<file path="config.mk">
export PLATFORM = sky130hd
export DESIGN_NAME = phyifm_top
export DESIGN_NICKNAME = d
export VERILOG_FILES = /design/src/common/phyifm_pkg.sv /design/src/verilog/phyifm_top.sv
export SDC_FILE = /design/constraint.sdc
export NUM_CORES = 1
export LEC_CHECK = 0
export ABC_AREA = 1
export BUFFER_PORTS_ARGS = -buffer_cell sky130_fd_sc_hd__buf_4
export CORE_ASPECT_RATIO = 0.6
export CORE_UTILIZATION = 38
export CTS_BUF_LIST = sky130_fd_sc_hd__clkbuf_8
export CTS_CLUSTER_DIAMETER = 120
export DETAILED_ROUTE_END_ITERATION = 6
export PLACE_DENSITY = 0.74
export RECOVER_POWER = 100
export SETUP_SLACK_MARGIN = 0.3
export SKIP_CTS_REPAIR_TIMING = 1
export SYNTH_ARGS = -nofsm -noshare
export SYNTH_HDL_FRONTEND = slang
export SYNTH_SLANG_ARGS = --single-unit
</file>
<file path="constraint.sdc">
create_clock -name core_clk -period 1.56 [get_ports core_clk]
set_clock_uncertainty 0.2 [all_clocks]
set_input_delay 0.312 -clock core_clk [delete_from_list [all_inputs] [get_ports core_clk]]
set_output_delay 0.312 -clock core_clk [all_outputs]
set_load 0.01 [all_outputs]
</file>
<file path="src/common/phyifm_pkg.sv">
// Package: register map, field layout and event carrier of the PHY interrupt flags block
package phyifm_pkg;

  // ----------------------------------------------------------------
  // Register indices and byte addresses
  // ----------------------------------------------------------------
  localparam logic [7:0]  IDX_SOURCE_FLAGS = 8'h1d;
  localparam logic [7:0]  IDX_ENABLE_MASK  = 8'h1e;
  localparam logic [31:0] ADDR_SOURCE_FLAGS = {22'h0, IDX_SOURCE_FLAGS, 2'h0};
  localparam logic [31:0] ADDR_ENABLE_MASK  = {22'h0, IDX_ENABLE_MASK, 2'h0};
  localparam logic [31:0] ADDR_WORD_MASK    = 32'h000003fc;

  // ----------------------------------------------------------------
  // Field positions
  // ----------------------------------------------------------------
  localparam int BIT_PAGE_RECEIVED         = 1;
  localparam int BIT_PARALLEL_DETECT_FAULT = 2;
  localparam int BIT_PARTNER_ACK           = 3;
  localparam int BIT_LINK_DOWN             = 4;
  localparam int BIT_REMOTE_FAULT          = 5;
  localparam int BIT_AUTONEG_DONE          = 6;
  localparam int BIT_ENERGY_DETECT         = 7;
  localparam int BIT_WAKE_EVENT            = 8;
  localparam int BIT_LINK_UP               = 9;

  // Implemented bits 9..1; all others reserved
  localparam logic [15:0] VALID_BITS = 16'h03fe;

  // ----------------------------------------------------------------
  // Reset values
  // ----------------------------------------------------------------
  localparam logic [15:0] RESET_FLAGS = 16'h0000;
  localparam logic [15:0] RESET_MASK  = 16'h0000;

  // ----------------------------------------------------------------
  // AHB encodings
  // ----------------------------------------------------------------
  localparam logic [1:0] HTRANS_NONSEQ = 2'h2;
  localparam logic       HRESP_OKAY    = 1'h0;

  // Event indications from the PHY core, one cycle or level
  typedef struct packed {
    logic link_status;               // Level: link up when high
    logic energy_present_indication; // Level: energy detected
    logic wake_on_network;           // High while a wake event is seen
    logic autoneg_done;              // High when auto-negotiation finishes
    logic remote_fault;              // High while remote fault seen
    logic partner_ack;               // High when partner acknowledge seen
    logic parallel_detect_fault;     // High on parallel detection fault
    logic page_received;             // High when a page arrived
  } phyifm_evt_t;

endpackage : phyifm_pkg

</file>
<file path="src/verilog/phyifm_top.sv">
// Module: PHY interrupt source flags and enable mask with AHB-Lite register slave
`timescale 1ns/10ps
`default_nettype none

module phyifm_top (
  // Clock and reset
  input  wire logic                 core_clk,
  input  wire logic                 reset,
  // AHB-Lite slave
  input  wire logic                 hsel,
  input  wire logic [31:0]          haddr,
  input  wire logic [1:0]           htrans,
  input  wire logic                 hwrite,
  input  wire logic [2:0]           hsize,
  input  wire logic [31:0]          hwdata,
  input  wire logic                 hready,
  output logic      [31:0]          hrdata,
  output logic                      hreadyout,
  output logic                      hresp,
  // PHY event indications
  input  wire phyifm_pkg::phyifm_evt_t evt,
  // Combined interrupt request
  output logic                      irq
);

  // ----------------------------------------------------------------
  // Decode
  // ----------------------------------------------------------------
  function automatic logic addr_hit(input logic [31:0] a, input logic [31:0] reg_addr);
    addr_hit = ((a & phyifm_pkg::ADDR_WORD_MASK) == reg_addr) && ((a & ~phyifm_pkg::ADDR_WORD_MASK) == 32'h00000000);
  endfunction

  logic        addr_phase;
  logic        rd_flags;
  logic        rd_mask;
  logic        wr_flags_req;
  logic        wr_mask_req;

  always_comb begin
    addr_phase   = hsel && hready && (htrans == phyifm_pkg::HTRANS_NONSEQ);
    rd_flags     = addr_phase && !hwrite && addr_hit(haddr, phyifm_pkg::ADDR_SOURCE_FLAGS);
    rd_mask      = addr_phase && !hwrite && addr_hit(haddr, phyifm_pkg::ADDR_ENABLE_MASK);
    wr_flags_req = addr_phase && hwrite && addr_hit(haddr, phyifm_pkg::ADDR_SOURCE_FLAGS);
    wr_mask_req  = addr_phase && hwrite && addr_hit(haddr, phyifm_pkg::ADDR_ENABLE_MASK);
  end

  // ----------------------------------------------------------------
  // Bus state
  // ----------------------------------------------------------------
  logic        wr_flags_pend;
  logic        wr_mask_pend;
  logic [31:0] next_hrdata;
  logic        next_wr_flags_pend;
  logic        next_wr_mask_pend;

  logic [15:0] flags;
  logic [15:0] mask;
  logic        link_prev;
  logic        energy_prev;

  // Read data is loaded at the address-phase edge, so reads are zero-wait
  always_comb begin
    next_wr_flags_pend = wr_flags_req;
    next_wr_mask_pend  = wr_mask_req;
    next_hrdata        = 32'h00000000;
    if (rd_flags) begin
      next_hrdata = {16'h0000, flags & phyifm_pkg::VALID_BITS};
    end else if (rd_mask) begin
      next_hrdata = {16'h0000, mask & phyifm_pkg::VALID_BITS};
    end
  end

  always_ff @(posedge core_clk) begin
    if (reset) begin
      hrdata        <= 32'h00000000;
      hreadyout     <= 1'h1;
      hresp         <= phyifm_pkg::HRESP_OKAY;
      wr_flags_pend <= 1'h0;
      wr_mask_pend  <= 1'h0;
    end else begin
      hrdata        <= next_hrdata;
      hreadyout     <= 1'h1;
      hresp         <= phyifm_pkg::HRESP_OKAY;
      wr_flags_pend <= next_wr_flags_pend;
      wr_mask_pend  <= next_wr_mask_pend;
    end
  end

  // ----------------------------------------------------------------
  // Event detection
  // ----------------------------------------------------------------
  logic [15:0] raw_set;

  always_comb begin
    raw_set = 16'h0000;
    raw_set[phyifm_pkg::BIT_LINK_UP]               = evt.link_status && !link_prev;
    raw_set[phyifm_pkg::BIT_WAKE_EVENT]            = evt.wake_on_network;
    raw_set[phyifm_pkg::BIT_ENERGY_DETECT]         = evt.energy_present_indication && !energy_prev;
    raw_set[phyifm_pkg::BIT_AUTONEG_DONE]          = evt.autoneg_done;
    raw_set[phyifm_pkg::BIT_REMOTE_FAULT]          = evt.remote_fault;
    raw_set[phyifm_pkg::BIT_LINK_DOWN]             = !evt.link_status && link_prev;
    raw_set[phyifm_pkg::BIT_PARTNER_ACK]           = evt.partner_ack;
    raw_set[phyifm_pkg::BIT_PARALLEL_DETECT_FAULT] = evt.parallel_detect_fault;
    raw_set[phyifm_pkg::BIT_PAGE_RECEIVED]         = evt.page_received;
  end

  // ----------------------------------------------------------------
  // Flags, mask and interrupt
  // ----------------------------------------------------------------
  logic [15:0] flag_clear;
  logic [15:0] flag_set;
  logic [15:0] next_flags;
  logic [15:0] next_mask;
  logic        next_irq;

  always_comb begin
    flag_clear = 16'h0000;
    if (rd_flags) begin
      flag_clear = 16'hffff;
    end else if (wr_flags_pend) begin
      flag_clear = hwdata[15:0];
    end
    // Masked events are dropped, not held back for a later enable
    flag_set   = raw_set & mask & phyifm_pkg::VALID_BITS;
    // Set wins over a clear in the same cycle so no event is lost
    next_flags = ((flags & ~flag_clear) | flag_set) & phyifm_pkg::VALID_BITS;
    next_mask  = mask;
    if (wr_mask_pend) begin
      next_mask = hwdata[15:0] & phyifm_pkg::VALID_BITS;
    end
    // Mask written to zero also hides an already latched flag
    next_irq   = |(next_flags & next_mask);
  end

  always_ff @(posedge core_clk) begin
    if (reset) begin
      flags       <= phyifm_pkg::RESET_FLAGS;
      mask        <= phyifm_pkg::RESET_MASK;
      link_prev   <= 1'h0;
      energy_prev <= 1'h0;
      irq         <= 1'h0;
    end else begin
      flags       <= next_flags;
      mask        <= next_mask;
      link_prev   <= evt.link_status;
      energy_prev <= evt.energy_present_indication;
      irq         <= next_irq;
    end
  end

endmodule // phyifm_top

`default_nettype wire

</file>
==> Word-level counts from Yosys, hierarchy flattened <==
Cells that the tools add are included.
W data, S select, Z words.
{ "word_totals": {"inputBits": 82, "regBits": 62, "wordCells": 42} }
{ "classes": {"reduce_logical": 20, "n_eq_ne": 3, "mux": 5, "n_bitwise": 5} }
{ "ops": {"columns": ["cell", "count"], "rows": [
  ["$mux W10", 4],
  ["$logic_not A32 Y1", 1],
  ["$and A10 B10 Y10", 2],
  ["$and A10 B16 Y16", 1],
  ["$eq A8 B5 Y1 const B", 2],
  ["$mux W16", 1],
  ["$reduce_or A16 Y1", 1],
  ["$logic_and A1 B1 Y1", 13],
  ["$not A10 Y10", 1],
  ["$or A10 B10 Y10", 1],
  ["$logic_not A1 Y1", 4],
  ["$eq A2 B2 Y1 const B", 1],
  ["$reduce_or A2 Y1", 1]
]} }

==> Longest topological paths before layout <==
Gate-level depths: netlist of run 1.
{ "depth": {"ltp_word": 10, "mapped_depth": 14, "mapped_depth_nobuf": 14} }

==> Worst setup path before layout of run 1 <==
No wires, ideal clock.
{ "synth_path": {"kind": "input to register", "startpoint": "input port haddr[23]", "endpoint": "register irq", "required_time_ps": 1251, "t_arrival_ps": 1322, "slack_ps": -71, "path_stages": 12, "cell_sequence": "nor2_1 -> nand2_1 -> nor2_1 -> nand2_1 -> nor2_4 -> nand3_4 -> a21boi_1 -> nor2_1 -> nor2_1 -> nand3_1 -> nand2_1 -> inv_1"} }
{ "synth_between": {"elab_chain_cells": 9} }
{ "synth_lines": {"columns": ["item", "line_no", "text"], "rows": [
  ["start, declared", "phyifm_top.sv:11", "input wire logic [31:0] haddr,"],
  ["$logic_not A32 Y1", "phyifm_top.sv:30", "addr_hit = ((a & phyifm_pkg::ADDR_WORD_MASK) == reg_addr) && ((a & ~phyifm_pkg::ADDR_WORD_MASK) == 32'h0000000 ..."],
  ["$logic_and A1 B1 Y1", "phyifm_top.sv:30", null],
  ["$logic_and A1 B1 Y1", "phyifm_top.sv:41", "rd_flags = addr_phase && !hwrite && addr_hit(haddr, phyifm_pkg::ADDR_SOURCE_FLAGS);"],
  ["$mux W10", "phyifm_top.sv:118", "if (rd_flags) begin"],
  ["$not A10 Y10", "phyifm_top.sv:126", "next_flags = ((flags & ~flag_clear) | flag_set) & phyifm_pkg::VALID_BITS;"],
  ["$and A10 B10 Y10", "phyifm_top.sv:126", null],
  ["$or A10 B10 Y10", "phyifm_top.sv:126", null],
  ["$and A10 B16 Y16", "phyifm_top.sv:132", "next_irq = |(next_flags & next_mask);"],
  ["$reduce_or A16 Y1", "phyifm_top.sv:132", null],
  ["end signal, assigned", "phyifm_top.sv:147", "irq <= next_irq;"],
  ["end, declared", "phyifm_top.sv:23", "output logic irq"]
]} }
Every way passes these cells.
A chain may end at the register's enable or synchronous reset.

==> Worst setup path after layout of run 1 <==
{ "layout_path": {"startpoint": "input port haddr[23]", "endpoint": "register hrdata[5]"} }
{ "layout_between": {"elab_chain_cells": 5, "elab_cells_between_ends": 7} }
{ "layout_lines": {"columns": ["item", "line_no", "text"], "rows": [
  ["$logic_not A32 Y1 (*)", "phyifm_top.sv:30", null],
  ["$logic_and A1 B1 Y1", "phyifm_top.sv:30", null],
  ["$logic_and A1 B1 Y1", "phyifm_top.sv:42", "rd_mask = addr_phase && !hwrite && addr_hit(haddr, phyifm_pkg::ADDR_ENABLE_MASK);"],
  ["$mux W10", "phyifm_top.sv:68", "end else if (rd_mask) begin"],
  ["$mux W10 (*)", "phyifm_top.sv:66", "if (rd_flags) begin"],
  ["end signal, assigned", "phyifm_top.sv:81", "hrdata <= next_hrdata;"],
  ["end, declared", "phyifm_top.sv:17", "output logic [31:0] hrdata,"]
]} }
Mark *: on every way between the ends. The rest lies on a longest branch, timed or not.

==> out/results.tsv, run 1 <==
stage	metric	value	unit
outcome	run status	finished, violations left	
outcome	failing checks	negative setup slack	
synth	Netlist cell types	24	
final_layout	layout cell share with drive strength beyond 1	0.362	
sta	Max Freq	576	MHz
cts	clock-pin slew on the worst setup and hold paths	70	ps
final_layout	footprint of the multi-input gates	967	µm²
die	die width	87.8	µm
cts	CTS buffer count	5	
sta	final period utilization	1.11	
critical_path	CP arrival	1750	ps
final_layout	number of fill cells in the layout	392	
sta	Fin. Hold Viols	0	
synth	count leader, synth	nand2_1	
grt	vias in the first global route	1538	
sta	max-slew violations	0	
detailed_routing	DR DRC count	0	
cts	H-Tree Depth	2	
power	pwr dens	735	nW/µm²
die	Die Y	53.5	µm
sta	Final setup viols	10	
synth	Syn. warnings	0	
synth	Post-Syn Area per Cell	6.87	µm²
sta	minimum clock period	1740	ps
synth	xor and xnor area share after synthesis	0	
detailed_routing	WL per Instance	11.7	µm
grt	GR Overflow Total	0	
sta	Fin Setup TNS	-1310	ps
final_layout	ANT cells	0	
detailed_routing	DRT iter0 DRCs	50	
synth	area leader, netlist	dfxtp_1	
detailed_routing	drt via density	4.37	
grt	first-pass GRT wire length	6900	µm
hold_path	Tightest Hold Check Type	input port to register	
sta	Hold Slack	48.3	ps
die	FP Rows	18	
synth	Syn Inst Count	244	
final_layout	Reg area	641	µm²
critical_path	CP required	1570	ps
synth	largest family of logic cells by synthesized area	simple AND/OR/NAND/NOR gates	
critical_path	critical path endpoint category	register	
synth	Simple-Gate Fraction of Synth Area	0.308	
detailed_routing	drt first pass iters	4	
grt	initial antenna violation count	0	
synth	main area contributors after synthesis	dfxtp_1 (38%), nand2_1 (14%), buf_4 (11%)	
grt	GRT Total Usage	0.200	
cts	CTS root buffer	clkbuf_8	
sta	worst slew pin tran	563	ps
die	Starting Density	0.402	
critical_path	CP max FO	5	
synth	Main synth FF type	dfxtp_1	
cts	Clock Path Buffers	2	
synth	flip-flop and latch count after synthesis	32	
synth	top cells by count, synth	nand2_1 (61), nor2_1 (35), dfxtp_1 (32), inv_1 (26), buf_4 (25)	
synth	mux cell area share after synthesis	0.00597	
place	Port Buffers	65	
critical_path	critical path startpoint category	input port	
die	Core ar.	4170	µm²
synth	Synth Area in Adders	0	
place	worst slack, placed	-395	ps
detailed_routing	Via Count	1720	
power	Peak VDD IR	428	µV
power	Leak	1.25	nW
sta	RSZ-0062 raised after global routing	yes	
die	num ports	117	
synth	Synth top area share	0.382	
place	DP HPWL	3230	µm
final_layout	# nets final	415	
grt	largest net degree at the start of global routing	22	
place	GPL Wtd Cong	0.807	
synth	Post-synth ARST share	0	
synth	mapped cell area	1680	µm²
detailed_routing	Detailed Route WL	4590	µm
synth	post-synthesis sequential area ratio	0.382	
synth	number of synthesized flops with an enable pin	0	
sta	final worst setup slack	-176	ps
job	max cap viols	0	
cts	Clk Latency, worst-skew pair	290	ps
cts	CTS tree	yes	
critical_path	Setup CP Type	input port to register	
sta	Slew HR	0.625	
detailed_routing	Routed Antenna Nets	0	
die	Die ar.	4690	µm²
cts	clock sinks	32	
synth	area fraction in compound gates after synthesis	0.115	
final_layout	area grow syn2layout	53.9	%
registers in the layout, summed over array words and instances, names as in the netlist:
name / count
irq: 1
wr_flags_pend: 1
link_prev: 1
energy_prev: 1
mask: 9
wr_mask_pend: 1
flags: 9
hrdata: 9
layout by cell type, fill, tap and decap left out:
master	instances
a21boi_0	8
a21boi_2	1
a21oi_1	8
a21oi_2	9
buf_12	1
buf_4	68
buf_6	9
bufinv_16	1
clkbuf_1	10
clkbuf_8	7
clkinv_1	1
conb_1	25
dfxtp_1	32
inv_1	26
mux2i_1	1
nand2_1	58
nand2_2	2
nand2_4	1
nand3_1	4
nand3_2	9
nand3_4	1
nand3b_1	1
nand4_1	3
nand4_4	1
nor2_1	27
nor2_2	4
nor2_4	6
nor3_4	1
o21ai_0	6
o21ai_1	2
or2_1	1
power by group:
part | internal (mW) | leakage (nW) | switching [mW] | total (mW)
combinational | 0.112 | 0.924 | 0.0947 | 0.207
clock | 0.563 | 0.0645 | 0.306 | 0.869
sequential | 0.819 | 0.258 | 0.000967 | 0.820
total | 1.50 | 1.25 | 0.402 | 1.90
per-layer routing:
metal  part of all wire  track usage  wire length (µm)  vias to the layer above
met1               0.45        0.260              2080                      747
met4             0.0072       0.0601                33                        0
met5                  0            0                 0                        -
met2               0.46        0.320              2120                       73
li1                   -            -                 -                      893
met3              0.078       0.0593               358                        7
path summary, 6_finish.rpt:
check	from	to	slack [ps]	cells after the start
max reg2reg	wr_flags_pend	irq	20	10
max	haddr[23]	hrdata[5]	-180	11
min reg2reg	flags[8]	hrdata[8]	270	2
min	evt[6]	energy_prev	50	3
layout make-up:
class | instances | area share
inverters | 27 | 0.0393
flip-flops and latches | 32 | 0.248
well taps | 60 | 0.0291
clock inverters | 1 | 0.0116
repair buffers | 88 | 0.259
clock buffers | 7 | 0.0373
multi-input cells | 179 | 0.375
worst max-delay path: stages:
cell     delay (ps)
buf_4           120
nor2_4           90
nand2_1          50
nor2_1           90
nand2_1         100
nor2_4          200
nand4_4         150
nor3_4          250
buf_6           160
nand3_2          70
a21oi_2         160
cells by family after synthesis:
family,count (synthesis)
mux,1
flops,32
other cells,2
buf+inv,57
simple gates,118
compound gates,34
per-stage QoR:
stage          area [µm²]  cells  power (mW)   util
6_report             2580    394        1.90  0.619
5_1_grt              2580    394        1.97  0.619
3_3_place_gp         2310    382        1.03  0.554
2_1_floorplan        1790    267       0.947      -
3_5_place_dp         2310    382        1.03  0.554
4_1_cts              2440    390        1.90  0.585
Note: power is estimated with default switching activity, not from simulation.
==> inputs of run 2 (changes only) <==
- ABC_AREA: 1 -> 0
- CORE_UTILIZATION: 38 -> 42
- PLACE_DENSITY: 0.74 -> 0.77
- clock period: 1.56 -> 1.9 ns (I/O delays scaled with it)
==> run 2 against run 1 <==
Utilization increased by 5.3 points. The flow still finishes with violations (negative setup slack). Highest routed layer unchanged. Clock-buffer cell count is 1 lower. Critical endpoint is now flags[8]. Cell count fell by 19%.
==> out/results.tsv, run 2 <==
stage	metric	value	unit	change
cts	Clk Latency, worst-skew pair	290	ps	about the same
detailed_routing	WL per Instance	15.2	µm	+30%
die	Starting Density	0.450		+0.0475
grt	initial antenna violation count	0		unchanged
sta	Hold Slack	114	ps	+66.0 ps
synth	area leader, netlist	dfxtp_1		
synth	Main synth FF type	dfxtp_1		
outcome	run status	finished, violations left		
final_layout	area grow syn2layout	49.4	%	
die	FP Rows	17		-1
final_layout	# nets final	353		-15%
synth	Post-Syn Area per Cell	8.77	µm²	+28%
detailed_routing	Detailed Route WL	4840	µm	+5.4%
hold_path	hold_sp	evt[6]		
synth	count leader, synth	dfxtp_1		
outcome	failing checks	negative setup slack		
grt	GR Overflow Total	0		unchanged
detailed_routing	Via Count	1656		-3.7%
synth	main area contributors after synthesis	dfxtp_1 (38%), buf_4 (11%), a22oi_1 (5.3%)		
synth	top cells by count, synth	dfxtp_1 (32), buf_4 (25), nor2_1 (24), a22oi_1 (12), nand2_1 (9)		
synth	Synth top area share	0.380		-0.00170
synth	Simple-Gate Fraction of Synth Area	0.253		-0.0549
critical_path	Setup CP Type	input port to register		
synth	number of synthesized flops with an enable pin	0		unchanged
final_layout	Design Area, Final	2520	µm²	-2.5%
place	GPL Wtd Cong	0.844		+4.6%
synth	Post-synth ARST share	0		unchanged
final_layout	Largest regs	flags x9, hrdata x9, mask x9		
final_layout	most frequent cells in the layout	buf_4 (76), dfxtp_1 (31), conb_1 (25), nor2_1 (15), a22oi_1 (12)		
detailed_routing	WL met2	2040	µm	-3.5%
detailed_routing	DRT iter0 DRCs	115		+130%
power	pwr dens	558	nW/µm²	-24%
final_layout	number of fill cells in the layout	312		-20%
synth	Netlist cell types	38		+58%
synth	Syn Inst Count	192		-21%
sta	Final setup viols	1		-9
synth	mapped cell area	1680	µm²	+0.45%
critical_path	worst-case reg-to-reg path depth	6		-4
die	Core ar.	3740	µm²	-10%
hold_path	Tightest Hold Check Type	input port to register		
cts	clock sinks	32		unchanged
detailed_routing	DR DRC count	0		unchanged
final_layout	layout cell share with drive strength beyond 1	0.445		+0.0826
grt	vias in the first global route	1372		-11%
place	placed insts	306		-20%
synth	area fraction in compound gates after synthesis	0.182		+0.0671
sta	Max Freq	523	MHz	
cts	CTS tree	yes		
die	die width	83.8	µm	-4.6%
power	Leak	1.03	nW	-17%
sta	final period utilization	1.01		
cts	H-Tree Depth	2		unchanged
detailed_routing	drt first pass iters	4		unchanged
sta	final worst setup slack	-12.1	ps	+164 ps
critical_path	critical path endpoint category	register		
detailed_routing	Routed Antenna Nets	0		unchanged
cts	CTS buffer count	5		unchanged
synth	Synth Area in Adders	0		unchanged
synth	post-synthesis sequential area ratio	0.380		-0.00170
detailed_routing	drt via density	5.19		+19%
sta	RSZ-0062 raised after global routing	yes		
final_layout	Cell Count, Final, Fillers Out	319		-19%
power	Peak VDD IR	455	µV	+6.4%
job	max cap viols	0		unchanged
grt	first-pass GRT wire length	6910	µm	about the same
synth	largest family of logic cells by synthesized area	simple AND/OR/NAND/NOR gates		
hold_path	hold path cells	2		-1
detailed_routing	DRT met1 WL	2250	µm	+8.0%
critical_path	reg2reg start	wr_mask_pend		
synth	Syn. warnings	0		unchanged
critical_path	CP max FO	5		unchanged
critical_path	critical path startpoint category	input port		
die	num ports	117		unchanged
cts	CTS root buffer	clkbuf_8		
synth	xor and xnor area share after synthesis	0		unchanged
critical_path	CP required	1870	ps	+300 ps
critical_path	reg-to-reg slack, setup	110	ps	+90 ps
final_layout	ANT cells	0		unchanged
die	Die Y	51.1	µm	-4.5%
detailed_routing	Top Layer Used	met4		
critical_path	RR Endpoint	irq		
place	DP HPWL	3460	µm	+7.2%
cts	clock-pin slew on the worst setup and hold paths	70	ps	about the same
cts	Clock Path Buffers	2		unchanged
synth	mux cell area share after synthesis	0.0431		+0.0371
sta	worst slew pin tran	848	ps	+285 ps
sta	Slew HR	0.433		-0.191
synth	flip-flop and latch count after synthesis	32		unchanged
grt	largest net degree at the start of global routing	22		unchanged
power	Tot Pwr	1.41	mW	-26%
hold_path	Hold Crit Endpoint	energy_prev		
place	placed cell area	2220	µm²	-3.9%
critical_path	CP arrival	1890	ps	+140 ps
detailed_routing	metal3 WL	503	µm	+41%
final_layout	most common cell after layout, fill and taps aside	buf_4		
place	Port Buffers	65		unchanged
sta	Fin. Hold Viols	0		unchanged
grt	GRT Total Usage	0.216		+0.0159
die	Die ar.	4280	µm²	-8.8%
sta	max-slew violations	0		unchanged
sta	minimum clock period	1910	ps	
run 2: changes by cell type after synthesis, moves of 5 or more:
| cell | before | now |
|---|---|---|
| a21oi_1 | 17 | 7 |
| a22oi_1 | 0 | 12 |
| inv_1 | 26 | 1 |
| nand2_1 | 61 | 9 |
| nand2b_1 | 0 | 5 |
| nand3_1 | 12 | 4 |
| nor2_1 | 35 | 24 |
| nor2b_1 | 0 | 7 |
| o21ai_0 | 8 | 2 |
run 2: layer usage:
layer  up-vias  GRT usage
li1        799          -
met1       773      0.345
met2        78      0.262
met3         6     0.0565
met4         0     0.0763
met5         -          0
run 2: worst max-delay path by stage:
stage	startpoint	to	slack [ps]	cells past startpoint
floorplan	haddr[7]	flags[8]	-20	6
finish	haddr[8]	flags[8]	-10	7
global route	haddr[24]	flags[8]	-20	8
CTS	haddr[16]	flags[8]	-10	7
detailed placement	haddr[16]	flags[8]	-320	7
global placement	haddr[16]	flags[8]	-310	7
run 2: metrics by stage:
step	util	setup WS [ps]	TNS (ps)
CTS	0.618	-11.2	-11.2
global route	0.672	-24.2	-39.8
detailed placement	0.593	-316	-4770
floorplan	-	-23.8	-29.4
global placement	0.593	-311	-4570
finish	0.672	-12.1	-12.1
run 2: cell families after synthesis:
logic type,count (synthesis)
simple gates,75
compound gates,42
mux,7
other cells,2
flops,32
buf+inv,34
run 2: power by group:
| group | internal [mW] | switching [mW] | total [mW] |
|---|---|---|---|
| combinational | 0.0977 | 0.0854 | 0.183 |
| sequential | 0.673 | 0.000588 | 0.673 |
| clock | 0.289 | 0.260 | 0.549 |
run 2: critical path, stage by stage:
cell and delay [ps]:
buf_4 120, nor4_4 300, nand2_1 120, or4_4 550, buf_6 160, a32oi_2 190, nor2_1 70
run 2: final cells by class:
| type | count | area, µm² | area share |
|---|---|---|---|
| repair buffers | 82 | 632 | 0.251 |
| well taps | 47 | 58.8 | 0.0234 |
| clock inverters | 2 | 10.0 | 0.00398 |
| multi-input cells | 149 | 1090 | 0.432 |
| flip-flops and latches | 32 | 642 | 0.255 |
| inverters | 1 | 3.75 | 0.00149 |
| clock buffers | 6 | 82.6 | 0.0328 |
